**config.mk**
```make
export PLATFORM = sky130hd
export DESIGN_NAME = serial_freq_synth_programmer
export DESIGN_NICKNAME = d
export VERILOG_FILES = /design/src/synth_prog_pkg.sv /design/src/clk_ctrl_if.sv /design/src/pin_sync.sv /design/src/out_clk_gen.sv /design/src/serial_freq_synth_programmer.sv
export SDC_FILE = /design/constraint.sdc
export NUM_CORES = 1
export LEC_CHECK = 0
export ABC_AREA = 1
export BUFFER_PORTS_ARGS = -buffer_cell sky130_fd_sc_hd__buf_2
export CAP_MARGIN = 20
export CELL_PAD_IN_SITES_DETAIL_PLACEMENT = 1
export CELL_PAD_IN_SITES_GLOBAL_PLACEMENT = 1
export CORE_MARGIN = 1.5
export CORE_UTILIZATION = 42
export CTS_CLUSTER_DIAMETER = 120
export DETAILED_ROUTE_END_ITERATION = 16
export PLACE_DENSITY = 0.88
export SETUP_SLACK_MARGIN = 0.05
export SLEW_MARGIN = 20
export SYNTH_ARGS = -nofsm -noshare
export SYNTH_HDL_FRONTEND = slang
export SYNTH_SLANG_ARGS = --single-unit
```
**constraint.sdc**
```tcl
create_clock -name ref_clk -period 2.82 [get_ports ref_clk]
set_input_delay 0.282 -clock ref_clk [delete_from_list [all_inputs] [get_ports ref_clk]]
set_output_delay 0.282 -clock ref_clk [all_outputs]
set_load 0.02 [all_outputs]
```
**src/synth_prog_pkg.sv**
```systemverilog
// Constants shared by the serial synthesizer programmer: word layout,
// power-on words, register map, pin indices and timing figures.
// Assumes a single 40 MHz system clock and an APB register bus.
package synth_prog_pkg;

  ////////////////////////////////////////////////////////////////////////////
  // Programming word layout
  localparam int          WORD_W       = 24;     // Bits per programming word
  localparam int          CNT_W        = 5;      // Width of the bit counter
  localparam logic [4:0]  LAST_BIT     = 5'h17;  // Index of the 24th bit
  localparam int          FB_LSB       = 0;      // Feedback divisor, bits 0..6
  localparam int          DIV_W        = 7;      // Width of both divisors
  localparam int          REF_LSB      = 7;      // Reference divisor, bits 7..13
  localparam int          PRESCALE_BIT = 14;     // 1 = divide by eight
  localparam int          AUX_SEL_LO   = 15;     // Divided-output code, low
  localparam int          AUX_SEL_HI   = 16;     // Divided-output code, high
  localparam int          POST_SEL_LO  = 17;     // Post-divisor code, low
  localparam int          POST_SEL_HI  = 18;     // Post-divisor code, high
  localparam int          MAIN_EN_BIT  = 19;     // Main output enable
  localparam int          DIV_EN_BIT   = 20;     // Divided output enable
  localparam int          REF_SEL_BIT  = 22;     // 1 = reference on main output

  // Power-on words for the two variants
  localparam logic [23:0] DEFAULT_WORD_V1 = 24'hBD_097F;
  localparam logic [23:0] DEFAULT_WORD_V2 = 24'hBC_897F;

  ////////////////////////////////////////////////////////////////////////////
  // APB register map (byte addresses)
  localparam int          ADDR_W       = 8;
  localparam logic [7:0]  OFS_WORD     = 8'h00;  // Control latches
  localparam logic [7:0]  OFS_STATUS   = 8'h04;  // Receiver and output state
  localparam logic [7:0]  OFS_EVENT    = 8'h08;  // Sticky events, write one to clear
  localparam logic [7:0]  OFS_COUNT    = 8'h0C;  // Completed serial loads
  localparam int          ST_ARMED_BIT = 0;
  localparam int          ST_CNT_LSB   = 1;
  localparam int          ST_DONE_BIT  = 6;
  localparam int          ST_OE_BIT    = 7;
  localparam int          ST_SETTLE_BIT = 8;
  localparam int          EV_LOAD_BIT  = 0;
  localparam int          EV_ABORT_BIT = 1;
  localparam int          EV_W         = 2;
  localparam int          LOADS_W      = 16;

  ////////////////////////////////////////////////////////////////////////////
  // Pin synchronisers
  localparam int          SYNC_STAGES  = 3;
  localparam int          PIN_N        = 6;
  localparam int          PIN_SCLK     = 0;
  localparam int          PIN_SDATA    = 1;
  localparam int          PIN_LOAD_N   = 2;
  localparam int          PIN_OE       = 3;
  localparam int          PIN_VCO      = 4;
  localparam int          PIN_REF      = 5;
  localparam logic [5:0]  PIN_RESET    = 6'h04;  // Load enable idles high

  ////////////////////////////////////////////////////////////////////////////
  // Timing
  localparam int          CLK_MHZ        = 40;
  localparam int          SETTLE_TIME_US = 200;
  localparam int          SETTLE_W       = 16;

  // Receiver states, Gray coded along idle, armed, done
  typedef enum logic [1:0]
  {
    RX_IDLE  = 2'b00,
    RX_ARMED = 2'b01,
    RX_DONE  = 2'b11
  } rx_state_type;

endpackage : synth_prog_pkg

```
**src/clk_ctrl_if.sv**
```systemverilog
// Carrier between the programmer top and its output clock generator.
// Assumes both ends run on the same system clock.
`timescale 1ns/100ps
interface clk_ctrl_if;
  logic [1:0] post_sel;  // Post-divisor code
  logic [1:0] aux_sel;   // Divided-output code
  logic       vco_chg;   // One-cycle pulse per sampled VCO edge
  logic       main_clk;  // Post-divided VCO level
  logic       div_clk;   // Further divided level

  modport ctrl (output post_sel, output aux_sel, output vco_chg,
                input main_clk, input div_clk);
  modport gen  (input post_sel, input aux_sel, input vco_chg,
                output main_clk, output div_clk);
endinterface : clk_ctrl_if

```
**src/pin_sync.sv**
```systemverilog
// Three-stage synchronisers with agreement filter for asynchronous pins.
// Assumes pins may change at any time relative to ref_clk.
`timescale 1ns/100ps
module pin_sync #(
  parameter int         N       = 6,
  parameter logic [5:0] RST_VAL = 6'h00
) (
  // Clock and reset
  input  wire logic         ref_clk,
  input  wire logic         nrst,
  // Raw pins
  input  wire logic [N-1:0] pin_in,
  // Filtered level and change pulse
  output logic      [N-1:0] level,
  output logic      [N-1:0] chg
);

  ////////////////////////////////////////////////////////////////////////////
  genvar g;
  generate
    for (g = 0; g < N; g++)
    begin : g_bit
      logic [2:0] stage_r;   // stage_r[0] is read only by stage_r[1]
      logic [2:0] stage_nxt;
      logic       level_r;   // Accepted level
      logic       level_nxt;
      logic       chg_r;     // Pulse when accepted level moves
      logic       chg_nxt;

      // Shift chain; a change counts only once stages two and three agree
      always_comb
      begin
        stage_nxt = {stage_r[1:0], pin_in[g]};
        level_nxt = level_r;
        chg_nxt   = 1'b0;
        if ((stage_r[1] == stage_r[2]) && (stage_r[2] != level_r))
        begin
          level_nxt = stage_r[2];
          chg_nxt   = 1'b1;
        end
      end

      // Registers only
      always_ff @(posedge ref_clk)
      begin
        if (!nrst)
        begin
          stage_r <= {3{RST_VAL[g]}};
          level_r <= RST_VAL[g];
          chg_r   <= 1'b0;
        end
        else
        begin
          stage_r <= stage_nxt;
          level_r <= level_nxt;
          chg_r   <= chg_nxt;
        end
      end

      assign level[g] = level_r;
      assign chg[g]   = chg_r;
    end
  endgenerate

endmodule : pin_sync

```
**src/out_clk_gen.sv**
```systemverilog
// Post-divider and divided-output chain driven by sampled VCO edges.
// Assumes vco_chg marks each half period of the VCO as seen on ref_clk.
`timescale 1ns/100ps
module out_clk_gen (
  // Clock and reset
  input  wire logic ref_clk,
  input  wire logic nrst,
  // Control and clock levels
  clk_ctrl_if.gen   cif
);

  logic [3:0] r_cur_r, r_cur_nxt;   // Post-divisor in use
  logic [2:0] pcnt_r, pcnt_nxt;     // Half periods counted for main
  logic       main_r, main_nxt;     // Post-divided level
  logic [3:0] x_cur_r, x_cur_nxt;   // Extra divisor in use
  logic [2:0] acnt_r, acnt_nxt;     // Main toggles counted for divided
  logic       div_r, div_nxt;       // Divided level

  ////////////////////////////////////////////////////////////////////////////
  // New divisors are only taken at a wrap, so no partial cycle is emitted
  always_comb
  begin
    r_cur_nxt = r_cur_r;
    pcnt_nxt  = pcnt_r;
    main_nxt  = main_r;
    x_cur_nxt = x_cur_r;
    acnt_nxt  = acnt_r;
    div_nxt   = div_r;
    if (cif.vco_chg)
    begin
      if ({1'b0, pcnt_r} == (r_cur_r - 4'h1))
      begin
        pcnt_nxt  = 3'h0;
        main_nxt  = ~main_r;
        r_cur_nxt = 4'h1 << cif.post_sel;
        if ({1'b0, acnt_r} == (x_cur_r - 4'h1))
        begin
          acnt_nxt  = 3'h0;
          div_nxt   = ~div_r;
          x_cur_nxt = 4'h1 << cif.aux_sel;
        end
        else
          acnt_nxt = acnt_r + 3'h1;
      end
      else
        pcnt_nxt = pcnt_r + 3'h1;
    end
  end

  // Registers only
  always_ff @(posedge ref_clk)
  begin
    if (!nrst)
    begin
      r_cur_r <= 4'h1;
      pcnt_r  <= 3'h0;
      main_r  <= 1'b0;
      x_cur_r <= 4'h1;
      acnt_r  <= 3'h0;
      div_r   <= 1'b0;
    end
    else
    begin
      r_cur_r <= r_cur_nxt;
      pcnt_r  <= pcnt_nxt;
      main_r  <= main_nxt;
      x_cur_r <= x_cur_nxt;
      acnt_r  <= acnt_nxt;
      div_r   <= div_nxt;
    end
  end

  assign cif.main_clk = main_r;
  assign cif.div_clk  = div_r;

endmodule : out_clk_gen

```
**src/serial_freq_synth_programmer.sv**
```systemverilog
// Serial programming front end and control latches of a PLL synthesizer.
// Assumes the three-wire port and clock pins are asynchronous to ref_clk
// and that an APB master reaches the status and latch registers.
//
// Behaviour
// - Load enable fall arms; sample data on clock rise
// - First received bit lands at position zero
// - One word is exactly 24 shift clocks
// - On 24th edge stop and copy to latches
// - Ignore bits after 24th; host holds enable low
// - Early enable rise discards word, resets counter
// - Bits 0 to 6 are feedback divisor
// - Bits 7 to 13 are reference divisor
// - Bit 14 selects prescale one or eight
// - Bits 15,16 pick divided-output divisor
// - Bits 17,18 pick VCO post-divisor
// - Bits 19,20 enable main and divided outputs
// - Bit 22 routes reference onto main output
// - Latches reset to per-variant default word
// - Output drives only with pin and bit high
// - Settings apply at 24th edge; settle 200us
// - Main is VCO over R; divided over X
//
// Decided for this implementation: the APB slave port and the register offsets.
`timescale 1ns/100ps
module serial_freq_synth_programmer #(
  parameter int VARIANT       = 1,  // Power-on word variant, 1 or 2
  parameter int SETTLE_CYCLES = synth_prog_pkg::SETTLE_TIME_US * synth_prog_pkg::CLK_MHZ
) (
  // Clock and reset
  input  wire logic        ref_clk,
  input  wire logic        nrst,
  // APB slave
  input  wire logic        psel,
  input  wire logic        penable,
  input  wire logic        pwrite,
  input  wire logic [7:0]  paddr,
  input  wire logic [31:0] pwdata,
  output logic      [31:0] prdata,
  output logic             pready,
  output logic             pslverr,
  // Three-wire programming port
  input  wire logic        load_en_n,
  input  wire logic        shift_clk,
  input  wire logic        shift_data,
  // Output enable pin and clock sources
  input  wire logic        out_enable,
  input  wire logic        vco_in,
  input  wire logic        ref_in,
  // Clock outputs with their drive enables
  output logic             main_out,
  output logic             main_out_oe,
  output logic             div_out,
  output logic             div_out_oe,
  // PLL loop controls
  output logic      [6:0]  feedback_div,
  output logic      [6:0]  ref_div,
  output logic             prescale_div8
);

  ////////////////////////////////////////////////////////////////////////////
  // Declarations

  // Power-on word picked by variant
  localparam logic [23:0] DEFAULT_WORD = (VARIANT == 2) ? synth_prog_pkg::DEFAULT_WORD_V2
                                                        : synth_prog_pkg::DEFAULT_WORD_V1;
  localparam logic [15:0] SETTLE_LOAD  = 16'(SETTLE_CYCLES);

  logic [5:0]  pin_level;                       // Filtered pin levels
  logic [5:0]  pin_chg;                         // Filtered pin change pulses
  logic        sclk_rise;                       // Shift clock rising edge
  logic        load_fall;                       // Load enable falling edge
  logic        load_high;                       // Load enable deasserted

  synth_prog_pkg::rx_state_type state_r;        // Receiver state
  synth_prog_pkg::rx_state_type state_nxt;
  logic [4:0]  cnt_r, cnt_nxt;                  // Bits received so far
  logic [23:0] shift_r, shift_nxt;              // Word being assembled
  logic        load_now;                        // Word complete this cycle
  logic        abort_now;                       // Partial word dropped
  logic [23:0] new_word;                        // Word as completed

  logic [23:0] word_r, word_nxt;                // Control latches
  logic [15:0] settle_r, settle_nxt;            // Frequency settle countdown
  logic [1:0]  event_r, event_nxt;              // Sticky load and abort
  logic [15:0] loads_r, loads_nxt;              // Completed serial loads

  logic        apb_setup;                       // Setup phase of a transfer
  logic        apb_wr;                          // Write takes effect now
  logic        addr_hit;                        // Address is mapped
  logic [31:0] prdata_r, prdata_nxt;
  logic        pready_r, pready_nxt;
  logic        pslverr_r, pslverr_nxt;

  logic        main_r, main_nxt;                // Gated main clock level
  logic        main_oe_r, main_oe_nxt;
  logic        div_r, div_nxt;                  // Gated divided clock level
  logic        div_oe_r, div_oe_nxt;

  clk_ctrl_if  cif ();                          // Link to the divider chain

  ////////////////////////////////////////////////////////////////////////////
  // Pin synchronisers and output clock chain

  // Every pin is asynchronous, so all share the three-stage filter
  pin_sync #(
    .N       (synth_prog_pkg::PIN_N),
    .RST_VAL (synth_prog_pkg::PIN_RESET)
  ) u_pin_sync (
    .ref_clk (ref_clk),
    .nrst    (nrst),
    .pin_in  ({ref_in, vco_in, out_enable, load_en_n, shift_data, shift_clk}),
    .level   (pin_level),
    .chg     (pin_chg)
  );

  // Divider chain picks up new codes only at its own wraps
  out_clk_gen u_out_clk_gen (
    .ref_clk (ref_clk),
    .nrst    (nrst),
    .cif     (cif.gen)
  );

  // Divider codes come straight from the latches; the chain samples
  // them at wrap points, so a field never splits mid cycle
  assign cif.post_sel = word_r[synth_prog_pkg::POST_SEL_HI:synth_prog_pkg::POST_SEL_LO];
  assign cif.aux_sel  = word_r[synth_prog_pkg::AUX_SEL_HI:synth_prog_pkg::AUX_SEL_LO];
  assign cif.vco_chg  = pin_chg[synth_prog_pkg::PIN_VCO];

  // Edge qualifiers from the filtered pins
  assign sclk_rise = pin_chg[synth_prog_pkg::PIN_SCLK] & pin_level[synth_prog_pkg::PIN_SCLK];
  assign load_fall = pin_chg[synth_prog_pkg::PIN_LOAD_N] & ~pin_level[synth_prog_pkg::PIN_LOAD_N];
  assign load_high = pin_level[synth_prog_pkg::PIN_LOAD_N];

  ////////////////////////////////////////////////////////////////////////////
  // Serial receiver

  // Arms on the enable fall, shifts in on clock rises, stops at bit 24.
  // Data and clock share the same filter latency, so the data level seen
  // with the clock edge is the one that stood at the pin edge.
  always_comb
  begin
    state_nxt = state_r;
    cnt_nxt   = cnt_r;
    shift_nxt = shift_r;
    load_now  = 1'b0;
    abort_now = 1'b0;
    new_word  = {pin_level[synth_prog_pkg::PIN_SDATA], shift_r[23:1]};
    case (state_r)
      synth_prog_pkg::RX_IDLE:
      begin
        // Waiting for the enable to fall
        if (load_fall)
        begin
          state_nxt = synth_prog_pkg::RX_ARMED;
          cnt_nxt   = 5'h00;
        end
      end
      synth_prog_pkg::RX_ARMED:
      begin
        // Enable rising first wins over a coincident clock edge
        if (load_high)
        begin
          state_nxt = synth_prog_pkg::RX_IDLE;
          cnt_nxt   = 5'h00;
          abort_now = 1'b1;
        end
        else if (sclk_rise)
        begin
          // Shift right so the first bit ends at position zero
          shift_nxt = new_word;
          if (cnt_r == synth_prog_pkg::LAST_BIT)
          begin
            state_nxt = synth_prog_pkg::RX_DONE;
            load_now  = 1'b1;
          end
          else
            cnt_nxt = cnt_r + 5'h01;
        end
      end
      synth_prog_pkg::RX_DONE:
      begin
        // Further bits are dropped until the enable returns high
        if (load_high)
        begin
          state_nxt = synth_prog_pkg::RX_IDLE;
          cnt_nxt   = 5'h00;
        end
      end
      default:
      begin
        state_nxt = synth_prog_pkg::RX_IDLE;
        cnt_nxt   = 5'h00;
      end
    endcase
  end

  // Registers only
  always_ff @(posedge ref_clk)
  begin
    if (!nrst)
    begin
      state_r <= synth_prog_pkg::RX_IDLE;
      cnt_r   <= 5'h00;
      shift_r <= 24'h00_0000;
    end
    else
    begin
      state_r <= state_nxt;
      cnt_r   <= cnt_nxt;
      shift_r <= shift_nxt;
    end
  end

  ////////////////////////////////////////////////////////////////////////////
  // Control latches, events and settle timer

  // A serial load wins over a software write in the same cycle, because
  // the host on the pins cannot see that it lost
  always_comb
  begin
    word_nxt   = word_r;
    settle_nxt = settle_r;
    event_nxt  = event_r;
    loads_nxt  = loads_r;
    if (load_now)
      word_nxt = new_word;
    else if (apb_wr && (paddr == synth_prog_pkg::OFS_WORD))
      word_nxt = pwdata[23:0];
    // Any change restarts the settle window for the new frequency
    if (word_nxt != word_r)
      settle_nxt = SETTLE_LOAD;
    else if (settle_r != 16'h0000)
      settle_nxt = settle_r - 16'h0001;
    // Write one clears; a new event in the same cycle still sets
    if (apb_wr && (paddr == synth_prog_pkg::OFS_EVENT))
      event_nxt = event_r & ~pwdata[1:0];
    if (load_now)
    begin
      event_nxt[synth_prog_pkg::EV_LOAD_BIT] = 1'b1;
      loads_nxt = loads_r + 16'h0001;
    end
    if (abort_now)
      event_nxt[synth_prog_pkg::EV_ABORT_BIT] = 1'b1;
  end

  // Registers only; latches hold the variant word from reset
  always_ff @(posedge ref_clk)
  begin
    if (!nrst)
    begin
      word_r   <= DEFAULT_WORD;
      settle_r <= 16'h0000;
      event_r  <= 2'h0;
      loads_r  <= 16'h0000;
    end
    else
    begin
      word_r   <= word_nxt;
      settle_r <= settle_nxt;
      event_r  <= event_nxt;
      loads_r  <= loads_nxt;
    end
  end

  // PLL loop fields straight from the latches
  assign feedback_div  = word_r[synth_prog_pkg::FB_LSB +: synth_prog_pkg::DIV_W];
  assign ref_div       = word_r[synth_prog_pkg::REF_LSB +: synth_prog_pkg::DIV_W];
  assign prescale_div8 = word_r[synth_prog_pkg::PRESCALE_BIT];

  ////////////////////////////////////////////////////////////////////////////
  // APB slave

  // Answer is prepared in the setup cycle so pready and prdata leave flops;
  // every access therefore takes exactly one access cycle
  assign apb_setup = psel & ~penable;
  assign apb_wr    = psel & penable & pwrite & pready_r;
  assign addr_hit  = (paddr == synth_prog_pkg::OFS_WORD)   ||
                     (paddr == synth_prog_pkg::OFS_STATUS) ||
                     (paddr == synth_prog_pkg::OFS_EVENT)  ||
                     (paddr == synth_prog_pkg::OFS_COUNT);

  always_comb
  begin
    pready_nxt  = apb_setup;
    pslverr_nxt = apb_setup & ~addr_hit;
    prdata_nxt  = 32'h0000_0000;
    if (apb_setup && !pwrite)
    begin
      case (paddr)
        synth_prog_pkg::OFS_WORD:
          prdata_nxt[23:0] = word_r;
        synth_prog_pkg::OFS_STATUS:
        begin
          prdata_nxt[synth_prog_pkg::ST_ARMED_BIT] = (state_r == synth_prog_pkg::RX_ARMED);
          prdata_nxt[synth_prog_pkg::ST_CNT_LSB +: 5] = cnt_r;
          prdata_nxt[synth_prog_pkg::ST_DONE_BIT]  = (state_r == synth_prog_pkg::RX_DONE);
          prdata_nxt[synth_prog_pkg::ST_OE_BIT]    = pin_level[synth_prog_pkg::PIN_OE];
          prdata_nxt[synth_prog_pkg::ST_SETTLE_BIT] = (settle_r != 16'h0000);
        end
        synth_prog_pkg::OFS_EVENT:
          prdata_nxt[1:0] = event_r;
        synth_prog_pkg::OFS_COUNT:
          prdata_nxt[15:0] = loads_r;
        default:
          prdata_nxt = 32'h0000_0000;
      endcase
    end
  end

  // Registers only
  always_ff @(posedge ref_clk)
  begin
    if (!nrst)
    begin
      prdata_r  <= 32'h0000_0000;
      pready_r  <= 1'b0;
      pslverr_r <= 1'b0;
    end
    else
    begin
      prdata_r  <= prdata_nxt;
      pready_r  <= pready_nxt;
      pslverr_r <= pslverr_nxt;
    end
  end

  assign prdata  = prdata_r;
  assign pready  = pready_r;
  assign pslverr = pslverr_r;

  ////////////////////////////////////////////////////////////////////////////
  // Output gating

  // Level is forced low while not driven so the pad sees no stale value
  always_comb
  begin
    main_oe_nxt = pin_level[synth_prog_pkg::PIN_OE]
                & word_r[synth_prog_pkg::MAIN_EN_BIT];
    div_oe_nxt  = pin_level[synth_prog_pkg::PIN_OE]
                & word_r[synth_prog_pkg::DIV_EN_BIT];
    if (word_r[synth_prog_pkg::REF_SEL_BIT])
      main_nxt = pin_level[synth_prog_pkg::PIN_REF] & main_oe_nxt;
    else
      main_nxt = cif.main_clk & main_oe_nxt;
    div_nxt = cif.div_clk & div_oe_nxt;
  end

  // Registers only
  always_ff @(posedge ref_clk)
  begin
    if (!nrst)
    begin
      main_r    <= 1'b0;
      main_oe_r <= 1'b0;
      div_r     <= 1'b0;
      div_oe_r  <= 1'b0;
    end
    else
    begin
      main_r    <= main_nxt;
      main_oe_r <= main_oe_nxt;
      div_r     <= div_nxt;
      div_oe_r  <= div_oe_nxt;
    end
  end

  assign main_out    = main_r;
  assign main_out_oe = main_oe_r;
  assign div_out     = div_r;
  assign div_out_oe  = div_oe_r;

endmodule : serial_freq_synth_programmer

```
======== Yosys cells after proc, flatten, opt, wreduce, memory -nomap -nowiden ========
Cells that the tools add are included.
word-level totals
  output and inout bits ................... 53
  logic and storage cells ................. 155
  input bits .............................. 51
  flip-flop bits (word level) ............. 170
cells by class
  shift-type cells ........................ 2
  add/sub/neg operators ................... 7
  reductions and logical operators ........ 27
  multiplexer cells ....................... 34
  equality and inequality tests ........... 26
  bitwise logic cells ..................... 20
operators by type and width
  operator                 number
  $mux W24                 2
  $mux W13                 2
  $mux W5                  5
  $ne A24 B24 Y1           1
  $pmux W7 S3              1
  $add A16 B1 Y16 const B  1
  $eq A8 B4 Y1 const B     2
  $reduce_bool A16 Y1      1
  $sub A16 B1 Y16 const B  1
  $pmux W5 S3              1
  $pmux W7 S2              1
  $and A1 B1 Y1            12
  $mux W1                  12
  $mux W2                  6
  $logic_and A1 B1 Y1      9
  $ne A3 B2 Y1 const B     3
  $reduce_and A3 Y1        3
  $eq A3 B4 Y1             2
  $eq A8 B3 Y1 const B     1
  $logic_not A8 Y1         1
  $pmux W2 S4              1
  $reduce_and A4 Y1        2
  $shl A1 B2 Y4 const A    2
  $sub A4 B1 Y4 const B    2
  other kinds (20)         42

======== Depth between registers and ports, before layout ========
  depth in word-level cells ............... 8
  gate-level depth with buffers ........... 17
  gate-level depth less buffers ........... 16

======== By module ========
A second synthesis with hierarchy kept.
unflattened totals
  cells, all modules ...................... 1110
  area, all modules ....................... 7910.1 µm²
by module, submodules not included
  module                        sequential area each (µm²)  times used  area each (µm²)  cells an instance
  serial_freq_synth_programmer  2362.3                      1           5783.0           815
  pin_sync                      600.6                       1           1163.6           151
  out_clk_gen                   320.3                       1           963.4            144

======== Least setup slack after synthesis ========
OpenSTA, ideal clock, no wires.
  kind .................................... register to register
  from .................................... reg cnt_r[0]
  to ...................................... reg settle_r[10]
  path buffers ............................ 1
  library setup time ...................... 128 ps
  data required time ...................... 2692 ps
  clock period less this slack ............ 2124 ps
  stages on the path, launching flop included .. 18
  data arrival time ....................... 1997 ps
  setup slack ............................. 696 ps
  cells stage by stage .................... dfxtp_1 ha_1 nand2_2 nor2_8 inv_4 nor2_8 inv_2 buf_6 nand3_2 nand2_1 nand2_1 nand2_1 nor2_1 nand2_1 nor2_2 nand3_2 nor2_1 nor2_1
between the ends
  word-level cells in the longest chain between the ends .. 8
  elaborated cells on any way between the ends .. 9
  those cells by class .................... eq/ne (2); mux (6); reduce/logical (1)
ends and longest elaborated chain
  what                                            RTL line                             source
  start, declared                                 serial_freq_synth_programmer.sv:77   logic [4:0] cnt_r, cnt_nxt;
  start signal, assigned                          serial_freq_synth_programmer.sv:210  cnt_r <= cnt_nxt;
  $eq A5 B5 Y1 *                                  serial_freq_synth_programmer.sv:172  if (cnt_r == synth_prog_pkg::LAST_BIT)
  $mux W1 *                                       serial_freq_synth_programmer.sv:172
  $mux W1 *                                       serial_freq_synth_programmer.sv:168  else if (sclk_rise)
  $mux W1 *                                       serial_freq_synth_programmer.sv:162  if (load_high)
  $mux W1 *                                       serial_freq_synth_programmer.sv:149  case (state_r)
  $mux W24 *                                      serial_freq_synth_programmer.sv:226  if (load_now)
  $ne A24 B24 Y1 *                                serial_freq_synth_programmer.sv:231  if (word_nxt != word_r)
  $mux W13 or $reduce_bool A2 Y1 (tied branches)  n/a
  end signal, assigned                            serial_freq_synth_programmer.sv:260  settle_r <= settle_nxt;
  end, declared                                   serial_freq_synth_programmer.sv:84   logic [15:0] settle_r, settle_nxt;
Every way passes the cells marked *; elsewhere a longest branch is shown, timed or not.
A chain may end at the register's enable or synchronous reset.

======== Worst setup path after layout ========
  from .................................... reg cnt_r[1]
  to ...................................... reg settle_r[4]
between the ends
  word-level cells in the longest chain between the ends .. 8
ends and longest elaborated chain
  what                               RTL line
  $eq A5 B5 Y1                       serial_freq_synth_programmer.sv:172
  $mux W1                            serial_freq_synth_programmer.sv:172
  $mux W1                            serial_freq_synth_programmer.sv:168
  $mux W1                            serial_freq_synth_programmer.sv:162
  $mux W1                            serial_freq_synth_programmer.sv:149
  $mux W24                           serial_freq_synth_programmer.sv:226
  $ne A24 B24 Y1                     serial_freq_synth_programmer.sv:231
  $reduce_or A2 Y1 (no source line)  n/a
No other way between the ends.

==> flow_summary.yaml <==
run_status:
  status: "finished, final reports clean"
clock_network:
  cts_tree: "built"
  clockBufferDepth: 2
  htree_levels: 4
  cts.sinks: 161
  cts_buffers: 17
  clk_pin_slew_ns: 0.06
  cts_root_buf: "clkbuf_16"
  clock_latency_ns: 0.43
finish:
  fill_cells: 2347
  layout_commonest_cell: "nand2_1"
  diodes: 0
  num-nets-final: 1188
  multiInputGateArea_um2: 3652
  final_cell_mix: "231 x nand2_1, 160 x dfxtp_1, 115 x inv_1, 114 x nand3_1, 102 x nor2_1"
  fin_cells: 1369
  drive_gt1_share_pct: 16.67
  areaGrowthSynthToFinish_pct: 15.61
  utilization_pct: 49.23
  seq_area_um2: 3224
detailed_routing:
  wl_mm: 22.13
  vias: 7182
  drc: 0
  postRouteAntennaNets: 0
  dr.first_iter.drc_count: 509
  wl_per_cell_um: 16.17
  viasPerCell: 5.246
  firstDrtPassIters: 5
timing:
  setup_viol: 0
  slew_viol_final: 0
  clock.fmax_ghz: 0.3891
  fin_setup_tns_ns: 0
  worst_pin_slew_ns: 0.6916
  finalCritPeriodShare_pct: 91.14
  fin_crit_ns: 2.570
  rsz0062_at_grt: "no"
  finClkSkew_ns: 0.006185
  slew-limit-headroom_pct: 53.47
  finalHoldViolCount: 0
logic_synthesis:
  synth_area_um2: 7624
  syn_inst: 1049
  syn_avg_cell_area_um2: 7.267
  ys_types: 46
  yosysWarnings: 0
  yosysSeqAreaShare_pct: 42.28
  yosysTopAreaCellShare_pct: 42.28
  yosysTopAreaCell: "dfxtp_1"
  synth_area_leaders: "dfxtp_1 42%, nand2_1 11%, nand3_1 7.5%"
  ys_seq_elements: 161
hold_path:
  worstHoldPathCells: 3
  hp-start: "out_enable"
  holdCritPathClass: "in2reg"
critical_path:
  critPathKind: "reg2reg"
  cp-end-kind: "register"
  required_ns: 3.19
  cp-start-kind: "register"
  startpoint: "cnt_r[1]"
  rr_worst_depth: 13
  crit_fanout: 10
  worstPathArrival_ns: 2.94
  r2r_start: "cnt_r[1]"
power:
  finalPower_mw: 5.323
  power.leakage_nw: 4.114
  p_seq_share_pct: 45.9
  switching_share_pct: 26.62
  p_int_mw: 3.906
  clock_power_share_pct: 40.1
  power.density_nw_per_um2: 604.0
  power_switching_mw: 1.417
  max-vdd-ir-drop_v: 0.0004559
  combPwrFrac_pct: 14.0
die:
  ioPinCount: 104
  die_x_um: 137.7
  core_area_um2: 17900
  die_area_um2: 18970
  rows: 49
  die_height_um: 137.7
  start_util_pct: 42.58
placed_design:
  io_buffers: 87
  place_congestion: 0.8327
  placed_cells: 1333
  dp_hpwl_mm: 15.44
global_route:
  antenna_found_initial: 0
  grt_max_degree: 84
  track_usage_pct: 23.64
  grt_overflow: 0
  grt_pass1_vias: 7047
  grt_first_pass_wirelength_mm: 34.85
job:
  maxCapViolCount: 0
## power groups by stage
stage / logic [mW] / clock network (mW) / registers (mW)
after floorplan: 0.584 / 0 / 2.47
after global placement: 0.701 / 0 / 2.49
after detailed placement: 0.739 / 0 / 2.49
after CTS: 0.753 / 2.17 / 2.44
after global routing: 0.850 / 2.26 / 2.45
final: 0.744 / 2.14 / 2.44
## cells in the mapped netlist (all sizes together)
cell type and instances:
a211oi 3, a21boi 1, a21o 1, a21oi 52
a221oi 2, a22oi 1, a31oi 10, buf 37
clkbuf 20, conb 1, dfxtp 161, ha 7
inv 120, mux2i 1, nand2 235, nand3 126
nand3b 18, nand4 9, nor2 123, nor3 23
nor3b 3, nor4 8, o211ai 4, o21a 1
o21ai 45, o21bai 1, o22ai 2, o31ai 1
o32ai 7, or2 6, xnor2 10, xor2 10
## cell type report
type,count,share of cell area [%]
multi-input combinational,718,41.44
sequential,161,36.58
timing repair buffer,112,7.581
clock buffer,22,5.267
inverter,120,5.168
tap,229,3.251
clock inverter,7,0.7098
## cell families (layout without fill, tap and decap cells)
| logic type | Yosys count | after routing | synth area share [%] |
|---|---|---|---|
| AND/OR/NAND/NOR | 551 | 551 | 33.91 |
| AO/OA/AOI/OAI | 131 | 131 | 9.667 |
| adder cells (fa/ha/maj) | 7 | 7 | 1.149 |
| other | 1 | 8 | 0.04919 |
| XOR/XNOR | 20 | 20 | 2.298 |
| buffers and inverters | 177 | 261 | 10.52 |
| flip-flops | 161 | 161 | 42.28 |
| multiplexers | 1 | 1 | 0.1313 |
## sequential cells by signal, summed over array words and instances, names as in the netlist, 4 cells and up
signal	flops
u_out_clk_gen.r_cur_r	4
settle_r	16
cnt_r	5
word_r	24
loads_r	16
u_out_clk_gen.x_cur_r	4
u_pin_sync.g_bit.stage_r	18
shift_r	23
prdata	24
u_pin_sync.g_bit.level_r	6
## final timing paths
check | end | slack, ns
max | settle_r[4] | 0.25
min | u_pin_sync.g_bit[3].stage_r[0] | 0.03
max reg2reg | settle_r[4] | 0.25
min reg2reg | u_pin_sync.g_bit[0].stage_r[1] | 0.41
## layer usage
layer  wire [um]  vias up  track usage [%]
met5           0        -                0
met4         546        0            10.01
met3         857       34            3.606
met2       10920      147            39.92
met1        9806     3455            30.00
li1            -     3546                -
## worst max-delay path, stage by stage, from the launching register on
cell and delay (ns):
dfxtp_1 0.39, ha_2 0.23, nand2_2 0.11, nor2_8 0.17, nand4_2 0.30, or2_2 0.38
nand3_1 0.08, nand2_1 0.05, nor2_1 0.09, nand2_1 0.12, nor2_4 0.21, nand4_4 0.13
buf_12 0.17, nor2_2 0.07
## per-stage QoR
stage               setup slack, ns  hold slack (ns)  cell area (um2)
floorplan                    0.6955           0.3597             7650
global placement             0.2077           0.3957             8183
detailed placement          0.07436           0.4019             8183
CTS                         0.08199          0.01935             8738
global route                0.05345          0.03392             8813
finish                       0.2499          0.02898             8813
## timing repair
item | 4_1_cts | 5_1_grt
pin swaps | 0 | 2
resized for setup | 2 | 9
hold buffers | 0 | 0
endpoints found under the setup margin | 16 | 18
gates cloned | 0 | 0
setup buffers | 1 | 6
Note: power is estimated with default switching activity, not from simulation.
